### src/rtl/timer16_pkg.sv
// Purpose: Shared constants and types of the 16-bit capture/compare timer
// Assumes: AXI4-Lite with 32-bit data, one register per aligned word
// Notes:   All offsets are byte addresses

package timer16_pkg;

	// ------------------------------------------------------------------
	// Register map
	// ------------------------------------------------------------------
	localparam logic [7:0] ADDR_MODE = 8'h00;
	localparam logic [7:0] ADDR_CCC  = 8'h04;
	localparam logic [7:0] ADDR_OUT  = 8'h08;
	localparam logic [7:0] ADDR_CR0  = 8'h0C;
	localparam logic [7:0] ADDR_CR1  = 8'h10;
	localparam logic [7:0] ADDR_CNT  = 8'h14;
	localparam logic [7:0] ADDR_PRE  = 8'h18;
	localparam logic [7:0] ADDR_ST   = 8'h1C;
	localparam logic [7:0] ADDR_MSK  = 8'h20;

	// ------------------------------------------------------------------
	// Field positions
	// ------------------------------------------------------------------
	localparam int MODE_OVF  = 0;
	localparam int MODE_LO   = 2;
	localparam int OUT_OSPT  = 0;
	localparam int OUT_LVS   = 1;
	localparam int OUT_LVR   = 2;
	localparam int OUT_TOE   = 3;
	localparam int OUT_OSM   = 4;
	localparam int PRE_EXT   = 2;

	// ------------------------------------------------------------------
	// Values
	// ------------------------------------------------------------------
	localparam logic [15:0] CNT_MAX  = 16'hFFFF;
	localparam logic [15:0] CNT_ZERO = 16'h0000;
	localparam logic [1:0]  RESP_OK  = 2'h0;
	localparam logic [1:0]  RESP_DEC = 2'h3;

	typedef enum logic [1:0] {
		MODE_STOP  = 2'b00,
		MODE_FREE  = 2'b01,
		MODE_EDGE  = 2'b10,
		MODE_MATCH = 2'b11
	} op_mode_t;

	typedef struct packed {
		logic [2:0]  cin_s;
		logic [2:0]  trg_s;
		logic [3:0]  pcnt;
		logic        phase;
		logic [15:0] cnt;
		logic [15:0] cr0;
		logic [15:0] cr1;
		logic        ovf;
		logic        ovf_win;
		logic        cap_pend;
		logic        edge_pend;
		logic        irq_pend;
		op_mode_t    mode;
		logic [1:0]  ccc;
		logic        toe;
		logic        osm;
		logic        lvl;
		logic        pin;
		logic        os_pend;
		logic [2:0]  pre;
		logic [2:0]  st;
		logic [2:0]  msk;
		logic        mci;
		logic [7:0]  awaddr;
		logic        aw_ok;
		logic [31:0] wdata;
		logic [3:0]  wstrb;
		logic        w_ok;
		logic        bvalid;
		logic [1:0]  bresp;
		logic        rvalid;
		logic [31:0] rdata;
		logic [1:0]  rresp;
	} state_t;

endpackage

### src/rtl/timer16_ccov.sv
// Purpose: 16-bit timer/event counter with capture, compare and overflow
// Assumes: Pins are asynchronous; registers over AXI4-Lite
// Notes:   Count clock rise and fall are strobes derived from aclk, or from count_pin when PRE_EXT is set
//
// How it works
// - Wrap FFFFH to 0000H with compare zero at FFFFH sets overflow flag.
// - Clearing overflow before the count reaches 0001H is undone.
// - Capture latches the count on the count clock falling edge.
// - Capture interrupt rises at the following count clock rising edge.
// - Output level set and reset bits always read zero.
// - One-shot trigger bit clears itself and reads zero.
// - Counter stops while mode bits are 00, runs otherwise.

`timescale 1ns/100ps

module timer16_ccov #(
	parameter int ADDR_W = 8
) (
	// Clock and reset
	input  wire logic              aclk,
	input  wire logic              aresetn,
	// AXI4-Lite write
	input  wire logic [ADDR_W-1:0] awaddr,
	input  wire logic              awvalid,
	output      logic              awready,
	input  wire logic [31:0]       wdata,
	input  wire logic [3:0]        wstrb,
	input  wire logic              wvalid,
	output      logic              wready,
	output      logic [1:0]        bresp,
	output      logic              bvalid,
	input  wire logic              bready,
	// AXI4-Lite read
	input  wire logic [ADDR_W-1:0] araddr,
	input  wire logic              arvalid,
	output      logic              arready,
	output      logic [31:0]       rdata,
	output      logic [1:0]        rresp,
	output      logic              rvalid,
	input  wire logic              rready,
	// Pins
	input  wire logic              count_pin,
	input  wire logic              trigger_edge_input,
	output      logic              timer_out,
	// Interrupts
	output      logic              match_capture_irq,
	output      logic              irq
);

	initial begin
		if (ADDR_W < 6 || ADDR_W > 8)
			$error("ADDR_W must be 6 to 8");
	end

	timer16_pkg::state_t s_q;
	timer16_pkg::state_t s_d;

	assign awready           = ~s_q.aw_ok & ~s_q.bvalid;
	assign wready            = ~s_q.w_ok & ~s_q.bvalid;
	assign bvalid            = s_q.bvalid;
	assign bresp             = s_q.bresp;
	assign arready           = ~s_q.rvalid;
	assign rvalid            = s_q.rvalid;
	assign rdata             = s_q.rdata;
	assign rresp             = s_q.rresp;
	assign timer_out         = s_q.pin;
	assign match_capture_irq = s_q.mci;
	assign irq               = |(s_q.st & s_q.msk);

	// ------------------------------------------------------------------
	// Register read view
	// ------------------------------------------------------------------
	function automatic logic [32:0] rd(input logic [7:0] a,
		input timer16_pkg::state_t s);
		logic [31:0] v;
		logic        hit;
		v   = 32'h0000_0000;
		hit = 1'b1;
		unique case (a)
			timer16_pkg::ADDR_MODE: begin
				v[timer16_pkg::MODE_OVF]       = s.ovf;
				v[timer16_pkg::MODE_LO+:2]     = s.mode;
			end
			timer16_pkg::ADDR_CCC: v[1:0]   = s.ccc;
			// Action bits are never stored
			timer16_pkg::ADDR_OUT: begin
				v[timer16_pkg::OUT_TOE] = s.toe;
				v[timer16_pkg::OUT_OSM] = s.osm;
			end
			timer16_pkg::ADDR_CR0: v[15:0]  = s.cr0;
			timer16_pkg::ADDR_CR1: v[15:0]  = s.cr1;
			timer16_pkg::ADDR_CNT: v[15:0]  = s.cnt;
			timer16_pkg::ADDR_PRE: v[2:0]   = s.pre;
			timer16_pkg::ADDR_ST:  v[2:0]   = s.st;
			timer16_pkg::ADDR_MSK: v[2:0]   = s.msk;
			default: hit = 1'b0;
		endcase
		return {hit, v};
	endfunction

	// ------------------------------------------------------------------
	// Next state
	// ------------------------------------------------------------------
	always_comb begin
		logic [32:0] rw;
		logic [31:0] be;
		logic [31:0] wv;
		logic [31:0] wm;
		logic        wr;
		logic        run;
		logic        rise;
		logic        fall;
		logic        crise;
		logic        cfall;
		logic        trg;
		logic        ovf_clr;
		logic        ovf_set;
		logic        m0;
		logic        m1;
		logic [2:0]  ev;
		logic [3:0]  hm1;
		logic [7:0]  a8;
		s_d     = s_q;
		rw      = 33'h0_0000_0000;
		be      = 32'h0000_0000;
		wv      = 32'h0000_0000;
		wm      = 32'h0000_0000;
		ovf_clr = 1'b0;
		ovf_set = 1'b0;
		m0      = 1'b0;
		m1      = 1'b0;
		ev      = 3'h0;
		a8      = 8'h00;
		wr      = 1'b0;
		run     = 1'b0;
		rise    = 1'b0;
		fall    = 1'b0;
		crise   = 1'b0;
		cfall   = 1'b0;
		trg     = 1'b0;
		hm1     = 4'h0;
		s_d.mci = 1'b0;

		// Pin synchronisers; edges seen only past the second stage
		s_d.cin_s = {s_q.cin_s[1:0], count_pin};
		s_d.trg_s = {s_q.trg_s[1:0], trigger_edge_input};
		crise     = s_q.cin_s[1] & ~s_q.cin_s[2];
		cfall     = ~s_q.cin_s[1] & s_q.cin_s[2];
		trg       = s_q.trg_s[1] & ~s_q.trg_s[2];

		// AXI write: address and data taken in either order
		if (awvalid && awready) begin
			s_d.awaddr = 8'(awaddr);
			s_d.aw_ok  = 1'b1;
		end
		if (wvalid && wready) begin
			s_d.wdata = wdata;
			s_d.wstrb = wstrb;
			s_d.w_ok  = 1'b1;
		end
		if (s_q.bvalid && bready)
			s_d.bvalid = 1'b0;
		wr = s_q.aw_ok & s_q.w_ok;
		if (wr) begin
			rw         = rd(s_q.awaddr, s_q);
			be         = {{8{s_q.wstrb[3]}}, {8{s_q.wstrb[2]}},
				{8{s_q.wstrb[1]}}, {8{s_q.wstrb[0]}}};
			wm         = s_q.wdata & be;
			wv         = (rw[31:0] & ~be) | wm;
			s_d.aw_ok  = 1'b0;
			s_d.w_ok   = 1'b0;
			s_d.bvalid = 1'b1;
			s_d.bresp  = rw[32] ? timer16_pkg::RESP_OK
				: timer16_pkg::RESP_DEC;
			unique case (s_q.awaddr)
				timer16_pkg::ADDR_MODE: begin
					s_d.mode = timer16_pkg::op_mode_t'(wv[timer16_pkg::MODE_LO+:2]);
					ovf_clr  = ~wv[timer16_pkg::MODE_OVF];
				end
				timer16_pkg::ADDR_CCC: s_d.ccc = wv[1:0];
				timer16_pkg::ADDR_OUT: begin
					s_d.toe = wv[timer16_pkg::OUT_TOE];
					s_d.osm = wv[timer16_pkg::OUT_OSM];
					if (wm[timer16_pkg::OUT_LVS])
						s_d.lvl = 1'b1;
					if (wm[timer16_pkg::OUT_LVR])
						s_d.lvl = 1'b0;
					// Trigger only arms a start, nothing is kept
					if (wm[timer16_pkg::OUT_OSPT] && s_d.osm)
						s_d.os_pend = 1'b1;
				end
				timer16_pkg::ADDR_CR0: s_d.cr0 = wv[15:0];
				timer16_pkg::ADDR_CR1: s_d.cr1 = wv[15:0];
				timer16_pkg::ADDR_PRE: s_d.pre = wv[2:0];
				timer16_pkg::ADDR_ST:  s_d.st  = s_q.st & ~wm[2:0];
				timer16_pkg::ADDR_MSK: s_d.msk = wv[2:0];
				default: ;
			endcase
		end

		// AXI read
		if (s_q.rvalid && rready)
			s_d.rvalid = 1'b0;
		if (arvalid && arready) begin
			a8         = 8'(araddr);
			rw         = rd(a8, s_q);
			s_d.rdata  = rw[31:0];
			s_d.rresp  = rw[32] ? timer16_pkg::RESP_OK
				: timer16_pkg::RESP_DEC;
			s_d.rvalid = 1'b1;
		end

		// ------------------------------------------------------------------
		// Count clock strobes
		// ------------------------------------------------------------------
		run  = (s_q.mode != timer16_pkg::MODE_STOP);
		hm1  = (4'h1 << s_q.pre[1:0]) - 4'h1;
		if (!run) begin
			s_d.pcnt  = 4'h0;
			s_d.phase = 1'b0;
		end else if (s_q.pcnt == 4'h0) begin
			s_d.pcnt  = hm1;
			s_d.phase = ~s_q.phase;
		end else begin
			s_d.pcnt = s_q.pcnt - 4'h1;
		end
		if (s_q.pre[timer16_pkg::PRE_EXT]) begin
			rise = run & crise;
			fall = run & cfall;
		end else begin
			rise = run & (s_q.pcnt == 4'h0) & ~s_q.phase;
			fall = run & (s_q.pcnt == 4'h0) & s_q.phase;
		end

		// ------------------------------------------------------------------
		// Counter, capture, compare
		// ------------------------------------------------------------------
		// Short trigger pulses still arm a capture; the wide pulse
		// the partner keeps is not needed; only its rising edge arms
		if (run && trg) begin
			s_d.cap_pend  = 1'b1;
			s_d.edge_pend = 1'b1;
		end
		if (fall && s_q.cap_pend) begin
			// Capture beats a software write of the same word
			if (s_q.ccc[0])
				s_d.cr0 = s_q.cnt;
			if (s_q.ccc[1])
				s_d.cr1 = s_q.cnt;
			s_d.cap_pend = trg;
			s_d.irq_pend = 1'b1;
		end
		if (rise) begin
			m0 = ~s_q.ccc[0] & (s_q.cnt == s_q.cr0);
			m1 = ~s_q.ccc[1] & (s_q.cnt == s_q.cr1);
			// Match-clear assumes compare zero is not a capture
			if (s_q.mode == timer16_pkg::MODE_MATCH && m0)
				s_d.cnt = timer16_pkg::CNT_ZERO;
			else if (s_q.mode == timer16_pkg::MODE_EDGE && s_q.edge_pend) begin
				s_d.cnt       = timer16_pkg::CNT_ZERO;
				s_d.edge_pend = trg;
			end else
				s_d.cnt = s_q.cnt + 16'h0001;
			ovf_set = (s_q.cnt == timer16_pkg::CNT_MAX) &
				(s_q.cr0 == timer16_pkg::CNT_MAX) &
				(s_d.cnt == timer16_pkg::CNT_ZERO);
			s_d.ovf_win = ovf_set;
			if (s_q.irq_pend || m0) begin
				s_d.mci      = 1'b1;
				s_d.irq_pend = 1'b0;
				ev[0]        = 1'b1;
			end
			ev[1] = m1;
			ev[2] = ovf_set;
			if (s_q.os_pend) begin
				s_d.lvl     = 1'b1;
				s_d.os_pend = 1'b0;
			end else if (m1)
				s_d.lvl = 1'b0;
			else if (m0 && !s_q.osm)
				s_d.lvl = 1'b1;
		end
		if (!run) begin
			// Stopped: count held at zero, nothing pending
			s_d.cnt       = timer16_pkg::CNT_ZERO;
			s_d.ovf_win   = 1'b0;
			s_d.cap_pend  = 1'b0;
			s_d.edge_pend = 1'b0;
			s_d.irq_pend  = 1'b0;
			s_d.os_pend   = 1'b0;
		end

		// Clear ignored inside the window; set wins
		s_d.ovf = (s_q.ovf & ~(ovf_clr & ~s_q.ovf_win)) | ovf_set;
		s_d.st  = s_d.st | ev;
		s_d.pin = s_d.toe & s_d.lvl;
	end

	// ------------------------------------------------------------------
	// State register
	// ------------------------------------------------------------------
	always_ff @(posedge aclk) begin
		if (!aresetn) begin
			s_q      <= '0;
			s_q.mode <= timer16_pkg::MODE_STOP;
		end else begin
			s_q <= s_d;
		end
	end

endmodule

### config.mk
export PLATFORM = sky130hd
export DESIGN_NAME = timer16_ccov
export DESIGN_NICKNAME = d
export VERILOG_FILES = /design/src/rtl/timer16_pkg.sv /design/src/rtl/timer16_ccov.sv
export SDC_FILE = /design/constraint.sdc
export NUM_CORES = 1
export LEC_CHECK = 0
export ABC_CLOCK_PERIOD_IN_PS = 2100
export BUFFER_PORTS_ARGS = -buffer_cell sky130_fd_sc_hd__buf_2
export CORE_MARGIN = 4
export CORE_UTILIZATION = 53
export DETAILED_ROUTE_END_ITERATION = 10
export PLACE_DENSITY_LB_ADDON = 0.05
export SLEW_MARGIN = 10
export SYNTH_ARGS = -nofsm -noshare
export SYNTH_HDL_FRONTEND = slang
export SYNTH_SLANG_ARGS = --single-unit
### constraint.sdc
create_clock -name aclk -period 2.1 [get_ports aclk]
set_clock_uncertainty 0.15 [all_clocks]
set_input_delay 0.21 -clock aclk [delete_from_list [all_inputs] [get_ports aclk]]
set_output_delay 0.21 -clock aclk [all_outputs]
set_load 0.01 [all_outputs]
==> results of run 1 <==
-- state kept, by name, indices dropped and copies added, names as in the netlist --
name and flops:
s_d 4, s_q 105, rdata 16, rresp 1
bvalid 1, match_capture_irq 1, timer_out 1, rvalid 1
bresp 1
-- layout make-up --
type	count	share of cell area (%)
clock buffer	21	4.50
tap	180	2.11
clock inverter	11	1.18
multi-input combinational	753	47.1
inverter	25	0.903
sequential	131	24.7
timing repair buffer	255	19.5
-- path summary, 6_finish.rpt --
check | start | to | slack (ns) | cells after the start
hold / removal | araddr[6] | rresp[0] | 0.03 | 3
hold reg to reg | s_d[162] | s_d[163] | 0.28 | 1
setup / recovery | s_q[83] | timer_out | -0.11 | 5
setup reg to reg | s_q[83] | timer_out | -0.11 | 5
-- per-layer routing --
metal / track usage [%] / up-vias
met3: 6.35 / 50
met2: 48.2 / 407
met4: 7.35 / 0
met5: 0 / -
li1: - / 3957
met1: 41.7 / 4083
-- power breakdown --
group	internal, mW	total, mW	switching [mW]
Sequential	2.54	2.60	0.0571
Clock	1.88	3.06	1.18
Combinational	0.339	0.775	0.436
-- what timing repair did --
action                                 in CTS  in global routing
endpoints found under the hold margin      30                  0
pin swaps                                  11                 40
buffers inserted                            0                 11
setup endpoints to repair                  58                 69
gates cloned                                0                  7
hold buffers                               31                  0
gates resized for setup                    34                118
-- worst reg2reg max path, delay by kind of cell (launching register included) --
family	cells	cell delay, ns
DFF	1	0.34
AOI/OAI and AO/OA	2	0.47
and+or+nand+nor	3	1.17
-- layout by cell type, fill, tap and decap left out, types with 5 or more instances in the layout --
cell type	count
inv_1	23
o31ai_2	5
nand4_1	24
a222oi_1	13
dlygate4sd3_1	31
dfxtp_2	13
o21ai_0	36
a221oi_1	5
nand3_1	41
and4_1	5
nor4_1	16
buf_2	70
conb_1	16
mux2i_1	21
mux2_2	6
nor3_1	20
xnor2_1	17
nor2_1	89
and2_1	10
a21oi_2	7
nor2_4	5
o21ai_1	8
a21oi_1	104
nor4_4	10
nand2_1	98
nor4_2	13
o31ai_1	9
buf_6	17
xor2_1	19
nor2_2	9
buf_12	8
nand2b_1	16
buf_4	122
a31oi_1	15
nand3b_1	7
clkbuf_16	22
dfxtp_1	118
-- cell families after synthesis --
family / synth area share, %
flip-flops: 34.0
AO/OA/AOI/OAI: 21.0
adder cells (fa/ha/maj): 0.324
other: 0.0486
buffers and inverters: 9.23
multiplexers: 4.44
XOR/XNOR: 4.31
AND/OR/NAND/NOR: 26.6
-- stage by stage --
stage               cells  utilization [%]  hold slack, ns  setup TNS, ns  setup WS, ns
finish               1376             76.0          0.0255          -2.10        -0.109
global route         1376             76.0          0.0752          -5.78        -0.233
CTS                  1358             70.7          0.0190          -1.33        -0.100
detailed placement   1295             63.2           0.265          -3.23        -0.140
global placement     1295             63.2           0.249          -2.49        -0.145
floorplan            1029                -           0.159        -0.0409       -0.0231
==> impl_metrics.ini, run 1 <==
[outcome]
status = finished, violations left
failed_checks = setup timing

[detailed_routing]
first_pass_iters = 7
route.detailed.drc = 0
vias = 8497
drt-met1-wl_mm = 11.1
top_layer = met4
drt-initial-drc-count = 1173
wl_per_cell_um = 19.4
wl_met3_mm = 2.48
wl_met2_mm = 12.6
viasPerCell = 6.18
wl_mm = 26.7
drtAntennaViolNets = 0

[clock_network]
cts_tree = done
clkSlewWorstSetupHoldPaths_ns = 0.06
htree_levels = 4
worstSkewPairLatency_ns = 0.43
root_buffer = clkbuf_16
clockBufferDepth = 2
cts.sinks = 131
cts_buffers = 17

[yosys]
ys_seq_area_share_pct = 34.0
synth_area_leader_cell = dfxtp_1
netlist-cell-type-count = 75
synth_top_area_share_pct = 34.0
post-synth-top-count-cell = dfxtp_1
async_flop_share_pct = 0
synthTopCellsByCount = dfxtp_1 (131), a21oi_1 (111), nor2_1 (102), nand2_1 (100), clkbuf_1 (67)
synthTopCellsByArea = dfxtp_1 (34%), a21oi_1 (7.2%), nor2_1 (5.0%), nand2_1 (4.9%), buf_4 (3.5%)
synth_edf_count = 0
synth_area_sq_um = 7710
ys_warn_count = 0
synth-seq-cells = 131
yosys_most_used_dff = dfxtp_1
synthCells = 1014
syn_area_per_cell_sq_um = 7.61

[sta]
hold_viol_final = 0
final-setup-viol-count = 38
worst-slew-pin-transition_ns = 0.669
finalWorstSetupSlack_ns = -0.109
min_period_ns = 2.21
fin_crit_sh_pct = 105
relSlewSlack_pct = 55.4
fmax_mhz = 453
rsz0062_at_grt = true
slew_violations = 0

[setup_path]
path_buf_inv = 0
cp.arrival_ns = 2.41
cp_slowest_cell = or4_4
required_ns = 2.30
crit_chain = or4_4 -> nor4_2 -> o32ai_2 -> a31o_2 -> nor3_1
critPathKind = reg -> reg
path_max_fanout = 5
cp-start-kind = flop
cp_top_family = simple AND/OR/NAND/NOR gates
cpPeakStageDelay_ns = 0.60
cp-end-kind = flop

[floorplanning]
die_h_um = 129
start_util_pct = 54.9
num_io_pins = 105
coreArea_sq_um = 14000
die_area_sq_um = 16500
rows = 43
die_w_um = 129

[place]
globalplace.congestion = 0.952
placedInstanceArea_sq_um = 8870
io_buffers = 70
dp_hpwl_mm = 17.4

[global_routing]
grt_pass1_wl_mm = 39.6
grt_overflow = 0
grt_pass1_vias = 7631
antenna_found_initial = 0
grt_max_degree = 48
track_usage_pct = 30.1

[finish]
drive_above_1_share_pct = 32.0
area_growth_pct = 38.4
antenna-diode-count = 0
nets = 1246
regArea_sq_um = 2640
fillers = 1020
multi_input_area_sq_um = 5020
fin_area_sq_um = 10700

[min_path]
hold_path.class = in -> reg

[power]
vdd_drop_max_mv = 0.599
power_mw = 6.43
powerDensity_nw_per_um2 = 603
p_leak_nw = 4.09

[flow_run]
drv_cap = 0
(Power assumes the default switching activity.)
==> run 2, diff against run 1 <==
Settings changed: CORE_ASPECT_RATIO set to 0.5, CTS_CLUSTER_DIAMETER set to 100.
==> run 2 against run 1 <==
Against the previous run:
- maximum frequency fell by 6.0%
- via count up 7.5%
- setup slack worse by 0.14 ns
- routed wire length rose by 15%
- sequential power about the same
- the run still ends with setup timing left
- combinational power grew 9.7%
- count of clock-buffer cells in the layout shrank 4
- non-clock buffer count grew 31
- highest routed layer unchanged
- critical endpoint is now s_q[122]
- cell count increased by 3.1%
==> impl_metrics.ini, run 2 (synthesis results as in run 1) <==
[min_path]
min_path_cells = 3
hold_path.class = in -> reg

[outcome]
failed_checks = setup timing
status = finished, violations left

[sta]
worst-slew-pin-transition_ns = 0.696
final-setup-viol-count = 59
relSlewSlack_pct = 53.5
rsz0062_at_grt = true
fmax_mhz = 426
hold_slack_ns = 0.0375
hold_viol_final = 0
fin_tns_setup_ns = -5.76
slew_violations = 0
min_period_ns = 2.35
finalWorstSetupSlack_ns = -0.250
fin_crit_sh_pct = 112

[setup_path]
cp-end-kind = flop
critPathKind = reg -> reg
cp_top_family = simple AND/OR/NAND/NOR gates
r2r_cells = 8
path_max_fanout = 8
cpPeakStageDelay_ns = 0.61
required_ns = 2.29
crit_chain = or4_4 -> buf_12 -> buf_16 -> nor4_4 -> o31ai_2 -> nor2_1 -> a21oi_2 -> a21oi_1
cp-start-kind = flop
cp.arrival_ns = 2.54
path_buf_inv = 2
path_depth = 8
cp_slowest_cell = or4_4

[clock_network]
clkSlewWorstSetupHoldPaths_ns = 0.07
cts_buffers = 17
htree_levels = 4
worstSkewPairLatency_ns = 0.42
cts_tree = done
cts.sinks = 131
root_buffer = clkbuf_16
clockBufferDepth = 2

[detailed_routing]
first_pass_iters = 9
drt-initial-drc-count = 1552
drtAntennaViolNets = 0
route.detailed.drc = 0
vias = 9131
wl_mm = 30.7
viasPerCell = 6.43
wl_per_cell_um = 21.6

[finish]
finish.utilization_pct = 81.3
regMostFlops = s_q
largest_register_ffs = 105
fin_area_sq_um = 11300
final_cell_mix = buf_4 (130), dfxtp_1 (120), a21oi_1 (101)
area_growth_pct = 46.4
stdcell_count = 1419
drive_above_1_share_pct = 35.3
final_common_cell = buf_4
nets = 1276

[flow_run]
drv_cap = 0

[place]
dp_slack_ns = -0.169
place_inst = 1326
globalplace.congestion = 0.975
io_buffers = 70
dp_hpwl_mm = 19.4
placedInstanceArea_sq_um = 9030

[floorplanning]
die_h_um = 93.3
rows = 30
coreArea_sq_um = 13900
die_w_um = 179
die_area_sq_um = 16700
start_util_pct = 55.5
num_io_pins = 105

[global_routing]
grt_overflow = 0
antenna_found_initial = 0
met2_usage_pct = 47.4
grt_pass1_vias = 7963
grt_pass1_wl_mm = 43.7
grt_max_degree = 34
use_met1_pct = 49.7
track_usage_pct = 33.7
top_usage_layer = met1
met3_usage_pct = 10.9

[power]
p_leak_nw = 4.32
vdd_drop_max_mv = 0.705
powerDensity_nw_per_um2 = 601
power_mw = 6.78
## run 2: cell count changes in the layout (fill, tap and decap cells not counted), sizes merged
| cell | delta |
|---|---|
| diode | +1 |
| clkbuf | -5 |
| clkinvlp | -3 |
| inv | +5 |
| buf | +32 |
| bufinv | +2 |
| or4 | -1 |
## run 2: layout make-up
cell class	instances	area [sq um]
Inverter	25	93.8
Clock buffer	17	425
Tap cell	192	240
Timing Repair Buffer	286	2430
Sequential cell	131	2640
Clock inverter	15	220
Multi-Input combinational cell	752	5240
Fill cell	892	2600
Antenna cell	1	2.50
## run 2: worst min-delay path: stages
cell	delay [ns]
buf_2	0.11
nor2_1	0.06
a41oi_1	0.18
## run 2: power by group
part	leakage [nW]	switching [mW]	internal (mW)
logic	2.94	0.480	0.370
registers	1.07	0.0559	2.54
clock network	0.313	1.31	2.03
## run 2: timing repair
action | CTS | global route
buffers inserted | 6 | 16
resized for setup | 68 | 147
pin swaps | 15 | 59
endpoints found under the hold margin | 30 | 0
hold buffers | 31 | 0
endpoints found under the setup margin | 67 | 69
gates cloned | 2 | 5
## run 2: worst paths after layout
path / start / to / slack [ns]
worst min register to register: s_d[162] / s_d[163] / 0.29
worst max register to register: s_q[76] / s_q[122] / -0.25
worst min-delay path: araddr[6] / rresp[0] / 0.04
worst max-delay path: s_q[76] / s_q[122] / -0.25
## run 2: metal layers
| layer | part of all wire [%] | wire length (um) |
|---|---|---|
| met2 | 41 | 12500 |
| met4 | 2.6 | 807 |
| met5 | 0 | 0 |
| met3 | 14 | 4420 |
| met1 | 42 | 12900 |
